===== config.mk =====
export PLATFORM = sky130hd
export DESIGN_NAME = mmr_mul_unit
export DESIGN_NICKNAME = d
export VERILOG_FILES = /design/src/rtl/mmr_pkg.sv /design/src/rtl/mmr_mult8.sv /design/src/rtl/mmr_mul_unit.sv
export SDC_FILE = /design/constraint.sdc
export NUM_CORES = 1
export LEC_CHECK = 0
export BUFFER_PORTS_ARGS = -buffer_cell sky130_fd_sc_hd__buf_2
export CAP_MARGIN = 5
export CORE_ASPECT_RATIO = 0.8
export CORE_UTILIZATION = 55
export CTS_BUF_LIST = sky130_fd_sc_hd__clkbuf_16
export CTS_CLUSTER_DIAMETER = 100
export DETAILED_ROUTE_END_ITERATION = 7
export PLACE_DENSITY = 0.82
export SYNTH_ARGS = -nofsm -noshare
export SYNTH_HDL_FRONTEND = slang
export SYNTH_SLANG_ARGS = --single-unit

===== constraint.sdc =====
create_clock -name clk -period 5.6 [get_ports clk]
set_input_delay 1.12 -clock clk [delete_from_list [all_inputs] [get_ports clk]]
set_output_delay 1.12 -clock clk [all_outputs]
set_load 0.05 [all_outputs]

===== src/rtl/mmr_pkg.sv =====
// constants and types for the register-operand multiply unit
// What this block does
// - decode fixed opcode, bit 8 bank select, low byte address; zero means access bank
// - bank select one combines address with the bank select register
// - unsigned accumulator times operand into high and low product bytes
// - accumulator and operand location never written; only product bytes change
// - no status flag changes; zero product not signalled
// - extended set, bank select zero, address at most 95: indexed literal offset
package mmr_pkg;
  localparam logic [6:0]  MMR_OPC_TOP    = 7'h01;
  localparam int          MMR_OPC_MSB    = 15;
  localparam int          MMR_OPC_LSB    = 9;
  localparam int          MMR_BANKSEL    = 8;
  localparam logic [7:0]  MMR_IDX_LIMIT  = 8'h5f;
  localparam logic [7:0]  MMR_ACC_SPLIT  = 8'h60;
  localparam logic [3:0]  MMR_SFR_BANK   = 4'hf;
  localparam logic [3:0]  MMR_LOW_BANK   = 4'h0;
  localparam logic [7:0]  MMR_BYTE_ZERO  = 8'h00;
  localparam logic [11:0] MMR_ADDR_ZERO  = 12'h000;
  typedef enum logic [1:0] {MMR_DECODE, MMR_READ, MMR_PROC, MMR_WRITE}
    mmr_phase_t;
endpackage


===== src/rtl/mmr_mult8.sv =====
// unsigned 8x8 multiplier core, purely combinational
`timescale 1ns/1ps
module mmr_mult8
  import mmr_pkg::*;
#(
  parameter int WIDTH = 8
)
(
  input  wire logic [WIDTH-1:0]   factorA,
  input  wire logic [WIDTH-1:0]   factorB,
  output logic      [2*WIDTH-1:0] product
);
  // refused at elaboration: a zero-width factor has no product
  if (WIDTH < 1)
  begin : g_width_check
    $error("mmr_mult8 width must be positive");
  end

  // zero-extended so the product is never truncated or signed
  assign product = {{WIDTH{1'b0}}, factorA} * {{WIDTH{1'b0}}, factorB};
endmodule


===== src/rtl/mmr_mul_unit.sv =====
// register-operand multiply execution unit, four phases per instruction
`timescale 1ns/1ps
module mmr_mul_unit
  import mmr_pkg::*;
(
  input  wire logic        clk,
  input  wire logic        rst,
  input  wire logic        instrValid,
  input  wire logic [15:0] instrWord,
  input  wire logic [7:0]  accumIn,
  input  wire logic [3:0]  bankSelectIn,
  input  wire logic        extSetEnable,
  input  wire logic [11:0] indexBase,
  input  wire logic [7:0]  memRdData,
  output logic             instrReady,
  output logic             memRd,
  output logic      [11:0] memAddr,
  output logic             memWr,
  output logic             accumWr,
  output logic             flagWr,
  output logic             prodWr,
  output logic      [7:0]  productHighByte,
  output logic      [7:0]  productLowByte
);
  typedef struct packed {
    mmr_phase_t  phase;
    logic        active;
    logic [11:0] addr;
    logic [7:0]  operand;
    logic [15:0] product;
    logic        wrPulse;
    logic [7:0]  prodHigh;
    logic [7:0]  prodLow;
  } mmr_state_t;

  mmr_state_t stateReg;
  mmr_state_t stateNext;
  logic [15:0] mulOut;
  logic        isMul;
  logic        bankSel;
  logic [7:0]  opAddr;
  logic [11:0] effAddr;
  logic        acceptMul;

  mmr_mult8 #(.WIDTH(8)) uMult (
    .factorA (accumIn),
    .factorB (stateReg.operand),
    .product (mulOut)
  );

  assign isMul   = instrWord[MMR_OPC_MSB:MMR_OPC_LSB] == MMR_OPC_TOP;
  assign bankSel = instrWord[MMR_BANKSEL];
  assign opAddr  = instrWord[7:0];
  assign acceptMul = instrReady && instrValid && isMul;

  always_comb
  begin
    if (bankSel)
      effAddr = {bankSelectIn, opAddr};
    else if (extSetEnable && opAddr <= MMR_IDX_LIMIT)
      effAddr = indexBase + {4'h0, opAddr};
    else if (opAddr < MMR_ACC_SPLIT)
      effAddr = {MMR_LOW_BANK, opAddr};
    else
      effAddr = {MMR_SFR_BANK, opAddr};
  end

  always_comb
  begin
    stateNext = stateReg;
    stateNext.wrPulse = 1'b0;
    case (stateReg.phase)
      MMR_DECODE:
      begin
        // a word that is not this multiply is left to other units
        stateNext.active = instrValid && isMul;
        // address moves only on a new multiply, so it stands until then
        if (instrValid && isMul)
        begin
          stateNext.addr = effAddr;
          stateNext.phase = MMR_READ;
        end
      end
      MMR_READ:
      begin
        stateNext.operand = memRdData;
        stateNext.phase = MMR_PROC;
      end
      MMR_PROC:
      begin
        stateNext.product = mulOut;
        stateNext.phase = MMR_WRITE;
      end
      MMR_WRITE:
      begin
        stateNext.prodHigh = stateReg.product[15:8];
        stateNext.prodLow = stateReg.product[7:0];
        stateNext.wrPulse = 1'b1;
        stateNext.active = 1'b0;
        stateNext.phase = MMR_DECODE;
      end
      default:
      begin
        stateNext.phase = MMR_DECODE;
        stateNext.active = 1'b0;
      end
    endcase
  end

  always_ff @(posedge clk or posedge rst)
  begin
    if (rst)
    begin
      stateReg <= '{
        phase:    MMR_DECODE,
        active:   1'b0,
        addr:     MMR_ADDR_ZERO,
        operand:  MMR_BYTE_ZERO,
        product:  {MMR_BYTE_ZERO, MMR_BYTE_ZERO},
        wrPulse:  1'b0,
        prodHigh: MMR_BYTE_ZERO,
        prodLow:  MMR_BYTE_ZERO
      };
    end
    else
    begin
      stateReg <= stateNext;
    end
  end

  assign instrReady      = stateReg.phase == MMR_DECODE;
  assign memRd           = stateReg.phase == MMR_READ;
  assign memAddr         = stateReg.addr;
  // source operand, accumulator and flags are never written by this unit
  assign memWr           = 1'b0;
  assign accumWr         = 1'b0;
  assign flagWr          = 1'b0;
  assign prodWr          = stateReg.wrPulse;
  assign productHighByte = stateReg.prodHigh;
  assign productLowByte  = stateReg.prodLow;

  a_phase_order: assert property (@(posedge clk) disable iff (rst)
    (instrReady && instrValid && isMul) |=> memRd ##1 !memRd ##1 !memRd
    ##1 (prodWr && instrReady))
    else $error("multiply did not finish in four phases");
  a_prod_value: assert property (@(posedge clk) disable iff (rst)
    memRd |=> ##2 ({productHighByte, productLowByte}
      == $past(accumIn, 2) * $past(memRdData, 3)))
    else $error("product bytes wrong");
  a_prod_stable: assert property (@(posedge clk) disable iff (rst)
    !prodWr |-> $stable({productHighByte, productLowByte}))
    else $error("product changed without write");
  a_no_side_write: assert property (@(posedge clk) disable iff (rst)
    !memWr && !accumWr)
    else $error("multiply wrote a source");
  a_no_flag_write: assert property (@(posedge clk) disable iff (rst)
    !flagWr)
    else $error("multiply touched a flag");
  a_banked_addr: assert property (@(posedge clk) disable iff (rst)
    (instrReady && instrValid && isMul && bankSel)
    |=> memAddr == {$past(bankSelectIn), $past(opAddr)})
    else $error("banked address wrong");
  a_indexed_addr: assert property (@(posedge clk) disable iff (rst)
    (instrReady && instrValid && isMul && !bankSel && extSetEnable
     && opAddr <= MMR_IDX_LIMIT)
    |=> memAddr == $past(indexBase) + {4'h0, $past(opAddr)})
    else $error("indexed literal address wrong");
  a_access_addr: assert property (@(posedge clk) disable iff (rst)
    (instrReady && instrValid && isMul && !bankSel && !extSetEnable)
    |=> memAddr[7:0] == $past(opAddr))
    else $error("access bank address wrong");
  a_other_ignored: assert property (@(posedge clk) disable iff (rst)
    (instrReady && instrValid && !isMul) |=> instrReady)
    else $error("non-multiply word started the unit");

  // access bank: low part from bank zero, upper part from the top bank
  a_access_split: assert property (@(posedge clk) disable iff (rst)
    (acceptMul && !bankSel
     && !(extSetEnable && opAddr <= MMR_IDX_LIMIT))
    |=> memAddr == (($past(opAddr) < MMR_ACC_SPLIT)
      ? {MMR_LOW_BANK, $past(opAddr)}
      : {MMR_SFR_BANK, $past(opAddr)}))
    else $error("access bank split wrong");
  a_ext_off_low: assert property (@(posedge clk) disable iff (rst)
    (acceptMul && !bankSel && !extSetEnable && opAddr < MMR_ACC_SPLIT)
    |=> memAddr[11:8] == MMR_LOW_BANK)
    else $error("indexed mode used with extended set off");
  a_addr_hold: assert property (@(posedge clk) disable iff (rst)
    !acceptMul
    |=> $stable(memAddr))
    else $error("operand address moved without a new multiply");

  a_read_pulse: assert property (@(posedge clk) disable iff (rst)
    memRd |-> !instrReady ##1 (!memRd && !instrReady))
    else $error("operand read not a single busy cycle");
  a_operand_take: assert property (@(posedge clk) disable iff (rst)
    memRd |=> stateReg.operand == $past(memRdData))
    else $error("operand not taken in the read phase");
  a_write_pulse: assert property (@(posedge clk) disable iff (rst)
    prodWr |-> instrReady ##1 !prodWr)
    else $error("product write not a single pulse");
  a_idle_no_read: assert property (@(posedge clk) disable iff (rst)
    instrReady |-> !memRd)
    else $error("operand read while idle");

  // offers while busy are dropped rather than queued
  a_busy_ignored: assert property (@(posedge clk) disable iff (rst)
    (!instrReady && instrValid && !memRd) |=> !memRd)
    else $error("offer taken while busy");
  a_other_quiet: assert property (@(posedge clk) disable iff (rst)
    (instrReady && instrValid && !isMul) |=> !memRd && !prodWr)
    else $error("non-multiply word caused activity");

  c_banked: cover property (@(posedge clk) disable iff (rst)
    instrReady && instrValid && isMul && bankSel ##4 prodWr);
  c_indexed: cover property (@(posedge clk) disable iff (rst)
    instrReady && instrValid && isMul && !bankSel && extSetEnable);
  c_zero_prod: cover property (@(posedge clk) disable iff (rst)
    prodWr && productHighByte == MMR_BYTE_ZERO
    && productLowByte == MMR_BYTE_ZERO);
  c_access_high: cover property (@(posedge clk) disable iff (rst)
    acceptMul && !bankSel && opAddr >= MMR_ACC_SPLIT);
  c_back_to_back: cover property (@(posedge clk) disable iff (rst)
    prodWr && instrValid && isMul ##4 prodWr);
endmodule


==> impl_metrics.ini, run 1 <==
[die]
pin_count = 86
dieWidth_um = 109.7
start_util = 0.5651
core_sq_um = 9037
die_area_sq_um = 9678
row_count = 31
die_h_um = 88.19

[clock_tree]
ctsResizeCount = 0
clock_latency_ns = 0.29
cts.sinks = 55
cts_max_level = 2
clk_path_buf_depth = 2
clk_pin_slew_worst_paths_ns = 0.07
cts-buffers-inserted = 5
cts_hold_repair.buffers = 0
cts_tree = done
cts-root-buf = clkbuf_16
cts_setup_buffers = 0

[worst_setup_path]
reg2reg_slack_ns = 1.20
cpMostUsedCell = fa_1
critPathMaxFanout = 8
crit_path_end_kind = flop
worstPathRequired_ns = 5.83
critical_path.max_stage_delay_ns = 0.57
worstSetupStartpointType = input pin
cpMaxStageDelayCell = fa_1
critPathLaunch = accumIn[1]
r2r_start = stateReg[40]$_DFFE_PP0P_
r2r_end = stateReg[32]$_DFFE_PP0P_
crit_arrival_ns = 5.10
worstSetupPathType = in2reg
reg2reg_depth = 13
crit_chain = buf_2 > and2_1 > fa_1 > fa_1 > fa_1 > inv_1 > fa_1 > inv_1 > ha_1 > a21oi_1 > o21ai_0 > a41oi_1 > a211o_1 > nand3_1

[final_layout]
syn2layout_area_growth_pct = 8.476
fillCellCount = 798
drive_above_1_share = 0.2257
nets = 712
multi_input_area_sq_um = 3228
layout.cells.most_common_list = buf_2, inv_1, and2_1
seqCellArea_sq_um = 1376
layout_commonest_cell = buf_2
antenna_cells = 0

[routing]
wl_per_cell_um = 15.35
vias_per_cell = 5.637
wl_um = 10610
drt_iter0_drc = 230
wl_met2_um = 5081
top_layer = met4
ant_nets = 0
drc = 0
dr_wl_met3_um = 621
vias = 3895
dr.pass1.iters = 5
met1_length_um = 4758

[synth]
synthFlopType = dfrtp_1
synth-seq-cells = 55
synth_cell_types = 49
yosys_warnings = 0
ys_seq_area_frac = 0.2695
async_reset_ff_frac = 1.000
synth_edf_count = 0
synth_cells = 525
synth_area_sq_um = 5107
syn-mean-instance-area_sq_um = 9.728

[outcome]
status = completed

[global_routing]
grt_pass1_wl_um = 17860
grt_max_degree = 56
grt_overflow = 0
grtUsageTotal = 0.2388
antenna_found_initial = 0
first_global_vias = 3730

[sta]
timing.fmax_mhz = 205.4
finalCriticalPeriod_ns = 4.868
finClkSkew_ns = 0.006177
fin_tns_setup_ns = 0
rsz0062_at_grt = false
max_slew_margin = 0.4581
setup_viol = 0
tightest_slew_ns = 0.8129
slew_violations = 0
fin_crit_sh = 0.8692
finalHoldViolCount = 0

[flow_run]
maxCapViolCount = 0

[worst_hold_path]
hold_class = reg2reg
min_from = stateReg[26]$_DFFE_PP0P_
min_path_cells = 2
whs_endpoint = stateReg[26]$_DFFE_PP0P_

[placement]
portBuffers = 82
gp_congestion = 0.8555
dp_hpwl_um = 8348
area by class of cell:
class / instances / share of cell area
inverter: 61 / 0.04133
sequential: 55 / 0.2484
tap: 115 / 0.02597
multi-input combinational: 369 / 0.5827
timing repair buffer: 83 / 0.07543
clock buffer: 5 / 0.02258
clock inverter: 3 / 0.003613
kinds of logic after synthesis:
logic type | Yosys count | share of synthesized area
multiplexers | 36 | 0.07815
AO/OA/AOI/OAI | 85 | 0.1085
XOR/XNOR | 10 | 0.01715
AND/OR/NAND/NOR | 150 | 0.1634
flip-flops | 55 | 0.2695
adder cells (fa/ha/maj) | 85 | 0.2626
buffers and inverters | 103 | 0.09995
other | 1 | 0.0007342
worst max-delay path, delay by kind of cell:
family	cells	cell delay, ns
AOI/OAI and AO/OA	4	0.93
adders and majority gates	5	2.52
buffers and inverters	3	0.24
and+or+nand+nor	2	0.27
routing by layer:
| metal | GRT usage | vias up |
|---|---|---|
| met4 | 0.05455 | 0 |
| met3 | 0.03943 | 17 |
| li1 | - | 1838 |
| met1 | 0.3381 | 1901 |
| met2 | 0.3859 | 139 |
| met5 | 0 | - |
worst max-delay path by stage:
stage / cells after the start / end / slack, ns
2_1_floorplan: 13 / stateReg[30]$_DFFE_PP0P_ / 0.87
3_3_place_gp: 14 / stateReg[28]$_DFFE_PP0P_ / 0.56
3_5_place_dp: 14 / stateReg[28]$_DFFE_PP0P_ / 0.48
4_1_cts: 14 / stateReg[32]$_DFFE_PP0P_ / 0.76
5_1_grt: 14 / stateReg[28]$_DFFE_PP0P_ / 0.58
6_report: 14 / stateReg[32]$_DFFE_PP0P_ / 0.73
stage by stage:
stage | instance area, sq um | setup slack (ns) | utilization | std cells | hold slack (ns)
2_1_floorplan | 5115 | 0.8749 | - | 527 | 0.4462
3_3_place_gp | 5395 | 0.5608 | 0.5970 | 683 | 0.4581
3_5_place_dp | 5395 | 0.4782 | 0.5970 | 683 | 0.4778
4_1_cts | 5540 | 0.7590 | 0.6130 | 691 | 0.4975
5_1_grt | 5540 | 0.5787 | 0.6130 | 691 | 0.5286
6_report | 5540 | 0.7323 | 0.6130 | 691 | 0.4887
cell usage after synthesis (4+ instances only):
| cell | n | area (sq um) |
|---|---|---|
| a211oi_1 | 6 | 45.04 |
| a21oi_1 | 21 | 105.1 |
| a31oi_1 | 4 | 25.02 |
| and2_1 | 56 | 350.3 |
| and3_1 | 6 | 37.54 |
| buf_4 | 32 | 240.2 |
| clkbuf_1 | 7 | 26.28 |
| dfrtp_1 | 55 | 1376 |
| fa_1 | 37 | 740.7 |
| ha_1 | 48 | 600.6 |
| inv_1 | 61 | 229.0 |
| mux2_2 | 31 | 349.1 |
| mux2i_1 | 5 | 50.05 |
| nand2_1 | 33 | 123.9 |
| nand3_1 | 11 | 55.05 |
| nand4_1 | 5 | 31.28 |
| nor2_1 | 18 | 67.56 |
| nor3_1 | 11 | 55.05 |
| o211ai_1 | 4 | 30.03 |
| o21a_1 | 4 | 30.03 |
| o21ai_0 | 24 | 120.1 |
| xnor2_1 | 4 | 35.03 |
| xor2_1 | 6 | 52.55 |
sequential cells by signal (all words and copies together), names as in the netlist:
name / count
memAddr: 12
prodWr: 1
stateReg: 26
productLowByte: 8
productHighByte: 8
Power of run 1 is left out: the tool's default activity adds up to more than one toggle a clock period on the data nets, which glitch-free logic cannot reach.
==> run 2: changes to the inputs <==
- SYNTH_HIERARCHICAL: not set -> 1
==> impl_metrics.ini, run 2 <==
[routing]
wl_per_cell_um = 15.21
dr.pass1.iters = 4
drt_iter0_drc = 116
drc = 0
vias_per_cell = 5.526
vias = 3708
wl_um = 10210
ant_nets = 0

[synth]
synth_cells = 508
yosysMostFrequentCell = inv_1
syn-mean-instance-area_sq_um = 9.975
synth.top_cell.area_share = 0.2716
synth.area.top_cells = dfrtp_1, fa_1, ha_1, mux2_2, and2_1
synthFlopType = dfrtp_1
synth-seq-cells = 55
synthTopCellsByCount = inv_1, dfrtp_1, and2_1, ha_1, mux2_2
async_reset_ff_frac = 1.000
yosysTopAreaCell = dfrtp_1
synth_area_sq_um = 5067
ys_seq_area_frac = 0.2716
yosys_warnings = 6
synth_edf_count = 0
synth_cell_types = 53

[final_layout]
fin_area_sq_um = 5502
largest_register = stateReg
layout_commonest_cell = buf_2
drive_above_1_share = 0.2576
fillCellCount = 699
stdcell_count = 671
nets = 695
antenna_cells = 0
syn2layout_area_growth_pct = 8.568
largest_reg_flops = 26
layout.cells.most_common_list = buf_2, inv_1, dfrtp_1

[worst_setup_path]
crit_arrival_ns = 5.08
worstPathRequired_ns = 5.79
worstSetupStartpointType = input pin
critPathMaxFanout = 8
crit_path_end_kind = flop
worstSetupPathType = in2reg

[clock_tree]
cts_setup_buffers = 0
ctsResizeCount = 0
cts_max_level = 2
cts.sinks = 55
clk_pin_slew_worst_paths_ns = 0.07
clock_latency_ns = 0.30
cts-root-buf = clkbuf_16
cts_hold_repair.buffers = 0
cts-buffers-inserted = 5
cts_tree = done
clk_path_buf_depth = 2

[worst_hold_path]
hold_class = reg2reg

[die]
pin_count = 86
die_h_um = 87.86
dieWidth_um = 109.3
start_util = 0.5819
core_sq_um = 8708
row_count = 30
die_area_sq_um = 9604

[outcome]
status = completed

[sta]
slew_violations = 0
finalCriticalPeriod_ns = 4.896
timing.fmax_mhz = 204.2
max_slew_margin = 0.3449
rsz0062_at_grt = false
finClkSkew_ns = 0.006661
finalHoldViolCount = 0
fin_tns_setup_ns = 0
setup_viol = 0
fin_crit_sh = 0.8744
tightest_slew_ns = 0.9826
hold_slack_ns = 0.5029

[flow_run]
maxCapViolCount = 0

[global_routing]
grtUsageTotal = 0.2368
grt_pass1_wl_um = 17560
grt_max_degree = 56
first_global_vias = 3829
antenna_found_initial = 0
grt_overflow = 0

[placement]
gp_congestion = 0.8536
dp_hpwl_um = 8066
dpl_cell_area_sq_um = 5356
portBuffers = 82
post-place-cells = 663
## run 2: through the flow
stage	util	setup WS, ns
2_1_floorplan	-	0.7357
3_3_place_gp	0.6151	0.4621
3_5_place_dp	0.6151	0.3804
4_1_cts	0.6318	0.7010
5_1_grt	0.6318	0.4961
6_report	0.6318	0.7035
## run 2: kinds of logic after synthesis
family          after synthesis  synth area share
simple gates                144            0.1526
buf+inv                      99           0.09679
mux                          42           0.09309
fa+ha+maj                    85            0.2647
compound gates               69           0.09803
xor+xnor                     13           0.02247
flops                        55            0.2716
other cells                   1         0.0007400
## run 2: worst paths after layout
check                      cells after the start                      from                        endpoint  slack, ns
hold reg to reg                                1  stateReg[23]$_DFFE_PP0P_   productLowByte[6]$_DFFE_PP0P_       0.50
hold / removal                                 1  stateReg[23]$_DFFE_PP0P_   productLowByte[6]$_DFFE_PP0P_       0.50
min in group asynchronous                      3                       rst  productHighByte[7]$_DFFE_PP0P_       1.00
setup reg to reg                              16  stateReg[37]$_DFFE_PP0P_        stateReg[28]$_DFFE_PP0P_       1.10
max in group asynchronous                      3                       rst   productLowByte[3]$_DFFE_PP0P_       4.13
setup / recovery                              17                accumIn[3]        stateReg[28]$_DFFE_PP0P_       0.70
## run 2: layer usage
metal | wire, um | global-route usage
met1 | 4651 | 0.3220
met3 | 503 | 0.05506
met2 | 4920 | 0.3836
met5 | 0 | 0
met4 | 131 | 0.06182
## run 2: critical path, stage by stage
cell	delay (ns)
buf_2	0.14
and2_1	0.16
fa_1	0.53
inv_1	0.05
fa_1	0.47
inv_1	0.05
fa_1	0.52
inv_1	0.05
fa_1	0.53
inv_1	0.04
ha_1	0.35
a21o_1	0.18
a21oi_1	0.20
nand2_1	0.12
a31oi_1	0.22
xnor2_1	0.08
mux2_2	0.26
## run 2: layout make-up
| type | instances | area [sq um] | area share |
|---|---|---|---|
| clock buffer | 5 | 125.1 | 0.02274 |
| clock inverter | 3 | 20.02 | 0.003639 |
| inverter | 57 | 214.0 | 0.03889 |
| multi-input combinational | 356 | 3208 | 0.5831 |
| sequential | 55 | 1376 | 0.2502 |
| tap | 112 | 140.1 | 0.02547 |
| timing repair buffer | 83 | 417.9 | 0.07596 |
Power of run 2 is left out for the same reason.
==> run 3: changes to the inputs <==
- CELL_PAD_IN_SITES_DETAIL_PLACEMENT: not set -> 0
- CELL_PAD_IN_SITES_GLOBAL_PLACEMENT: not set -> 1
- CORE_UTILIZATION: 55 -> 45
- PLACE_DENSITY: 0.82 -> 0.86
==> impl_metrics.ini, run 3 (synthesis gave the netlist of run 2 again) <==
[clock_tree]
cts_tree = done
clk_pin_slew_worst_paths_ns = 0.07
cts_hold_repair.buffers = 0
clock_latency_ns = 0.29
clk_path_buf_depth = 2
cts_max_level = 2
ctsResizeCount = 0
cts_setup_buffers = 0
cts-buffers-inserted = 5
cts.sinks = 55
cts-root-buf = clkbuf_16

[sta]
finalHoldViolCount = 0
max_slew_margin = 0.3265
fin_crit_sh = 0.8726
fin_tns_setup_ns = 0
timing.fmax_mhz = 204.6
slew_violations = 0
tightest_slew_ns = 1.010
rsz0062_at_grt = false
setup_viol = 0
setup_slack_ns = 0.7133
finalCriticalPeriod_ns = 4.887
finClkSkew_ns = 0.004756

[worst_setup_path]
worstSetupStartpointType = input pin
crit_arrival_ns = 5.06
crit_family = adder cells
critical_path.max_stage_delay_ns = 0.53
worst-path-buf-inv = 5
critPathMaxFanout = 8
worstPathRequired_ns = 5.78
crit_path_end_kind = flop
critPathLaunch = accumIn[3]
r2r_start = stateReg[37]$_DFFE_PP0P_
crit_chain = buf_2 > and2_1 > fa_1 > inv_1 > fa_1 > inv_1 > fa_1 > inv_1 > fa_1 > inv_1 > ha_1 > a21o_1 > a21oi_1 > nand2_1 > a31oi_1 > xnor2_1 > mux2_2
cpMaxStageDelayCell = fa_1
worstSetupPathType = in2reg

[final_layout]
drive_above_1_share = 0.2563
syn2layout_area_growth_pct = 9.136
layout.cells.most_common_list = buf_2, inv_1, dfrtp_1
multi_input_area_sq_um = 3208
antenna_cells = 0
largest_register = stateReg
layout_commonest_cell = buf_2
seqCellArea_sq_um = 1376
stdcell_count = 702
fillCellCount = 1019
nets = 695
largest_reg_flops = 26
fin_area_sq_um = 5530

[placement]
place_ws_ns = 0.4207
dp_hpwl_um = 8079
gp_congestion = 0.8489
post-place-cells = 695
portBuffers = 82
dpl_cell_area_sq_um = 5396

[routing]
drt_iter0_drc = 188
wl_per_cell_um = 14.73
wl_um = 10340
vias = 3653
vias_per_cell = 5.204
dr.pass1.iters = 4
ant_nets = 0
drc = 0

[die]
pin_count = 86
dieWidth_um = 120.6
die_h_um = 96.92
start_util = 0.4635
die_area_sq_um = 11690
row_count = 34
core_sq_um = 10930

[worst_hold_path]
min_from = productLowByte[0]$_DFFE_PP0P_
hold_class = reg2reg

[flow_run]
maxCapViolCount = 0

[global_routing]
antenna_found_initial = 0
grt_pass1_wl_um = 18670
grt_overflow = 0
first_global_vias = 3902
grtUsageTotal = 0.1978
grt_max_degree = 56

[outcome]
status = completed
==> run 3: worst reg2reg max path, delay by kind of cell (launching register included) <==
family / cells / cell delay, ns
compound gates: 3 / 0.59
xor+xnor: 1 / 0.08
fa+ha+maj: 5 / 2.39
buf+inv: 4 / 0.20
flops: 1 / 0.48
mux: 1 / 0.26
simple gates: 2 / 0.34
==> run 3: area by class of cell <==
class / instances / share of cell area
timing repair buffer: 83 / 0.07557
inverter: 57 / 0.03869
sequential: 55 / 0.2489
clock buffer: 5 / 0.02262
tap: 144 / 0.03258
clock inverter: 2 / 0.001584
multi-input combinational: 356 / 0.5801
==> run 3: worst paths after layout <==
kind,end,slack [ns],cells after the start
max,stateReg[28]$_DFFE_PP0P_,0.71,17
min,productLowByte[0]$_DFFE_PP0P_,0.50,1
max reg2reg,stateReg[28]$_DFFE_PP0P_,1.14,16
min reg2reg,productLowByte[0]$_DFFE_PP0P_,0.50,1
max in group asynchronous,productLowByte[0]$_DFFE_PP0P_,4.09,3
min in group asynchronous,stateReg[54]$_DFFE_PP0P_,1.03,3
==> run 3: metrics by stage <==
stage	utilization	hold WS, ns
detailed placement	0.4936	0.4826
CTS	0.5058	0.5071
floorplan	-	0.4650
global route	0.5058	0.5220
global placement	0.4936	0.4848
finish	0.5058	0.5010
==> run 3: per-layer routing <==
metal  track usage  share of wire
met5             0              0
met4       0.03039         0.0069
met3       0.03597          0.038
met2        0.3143           0.46
met1        0.2859           0.49
Power of run 3 is left out for the same reason.
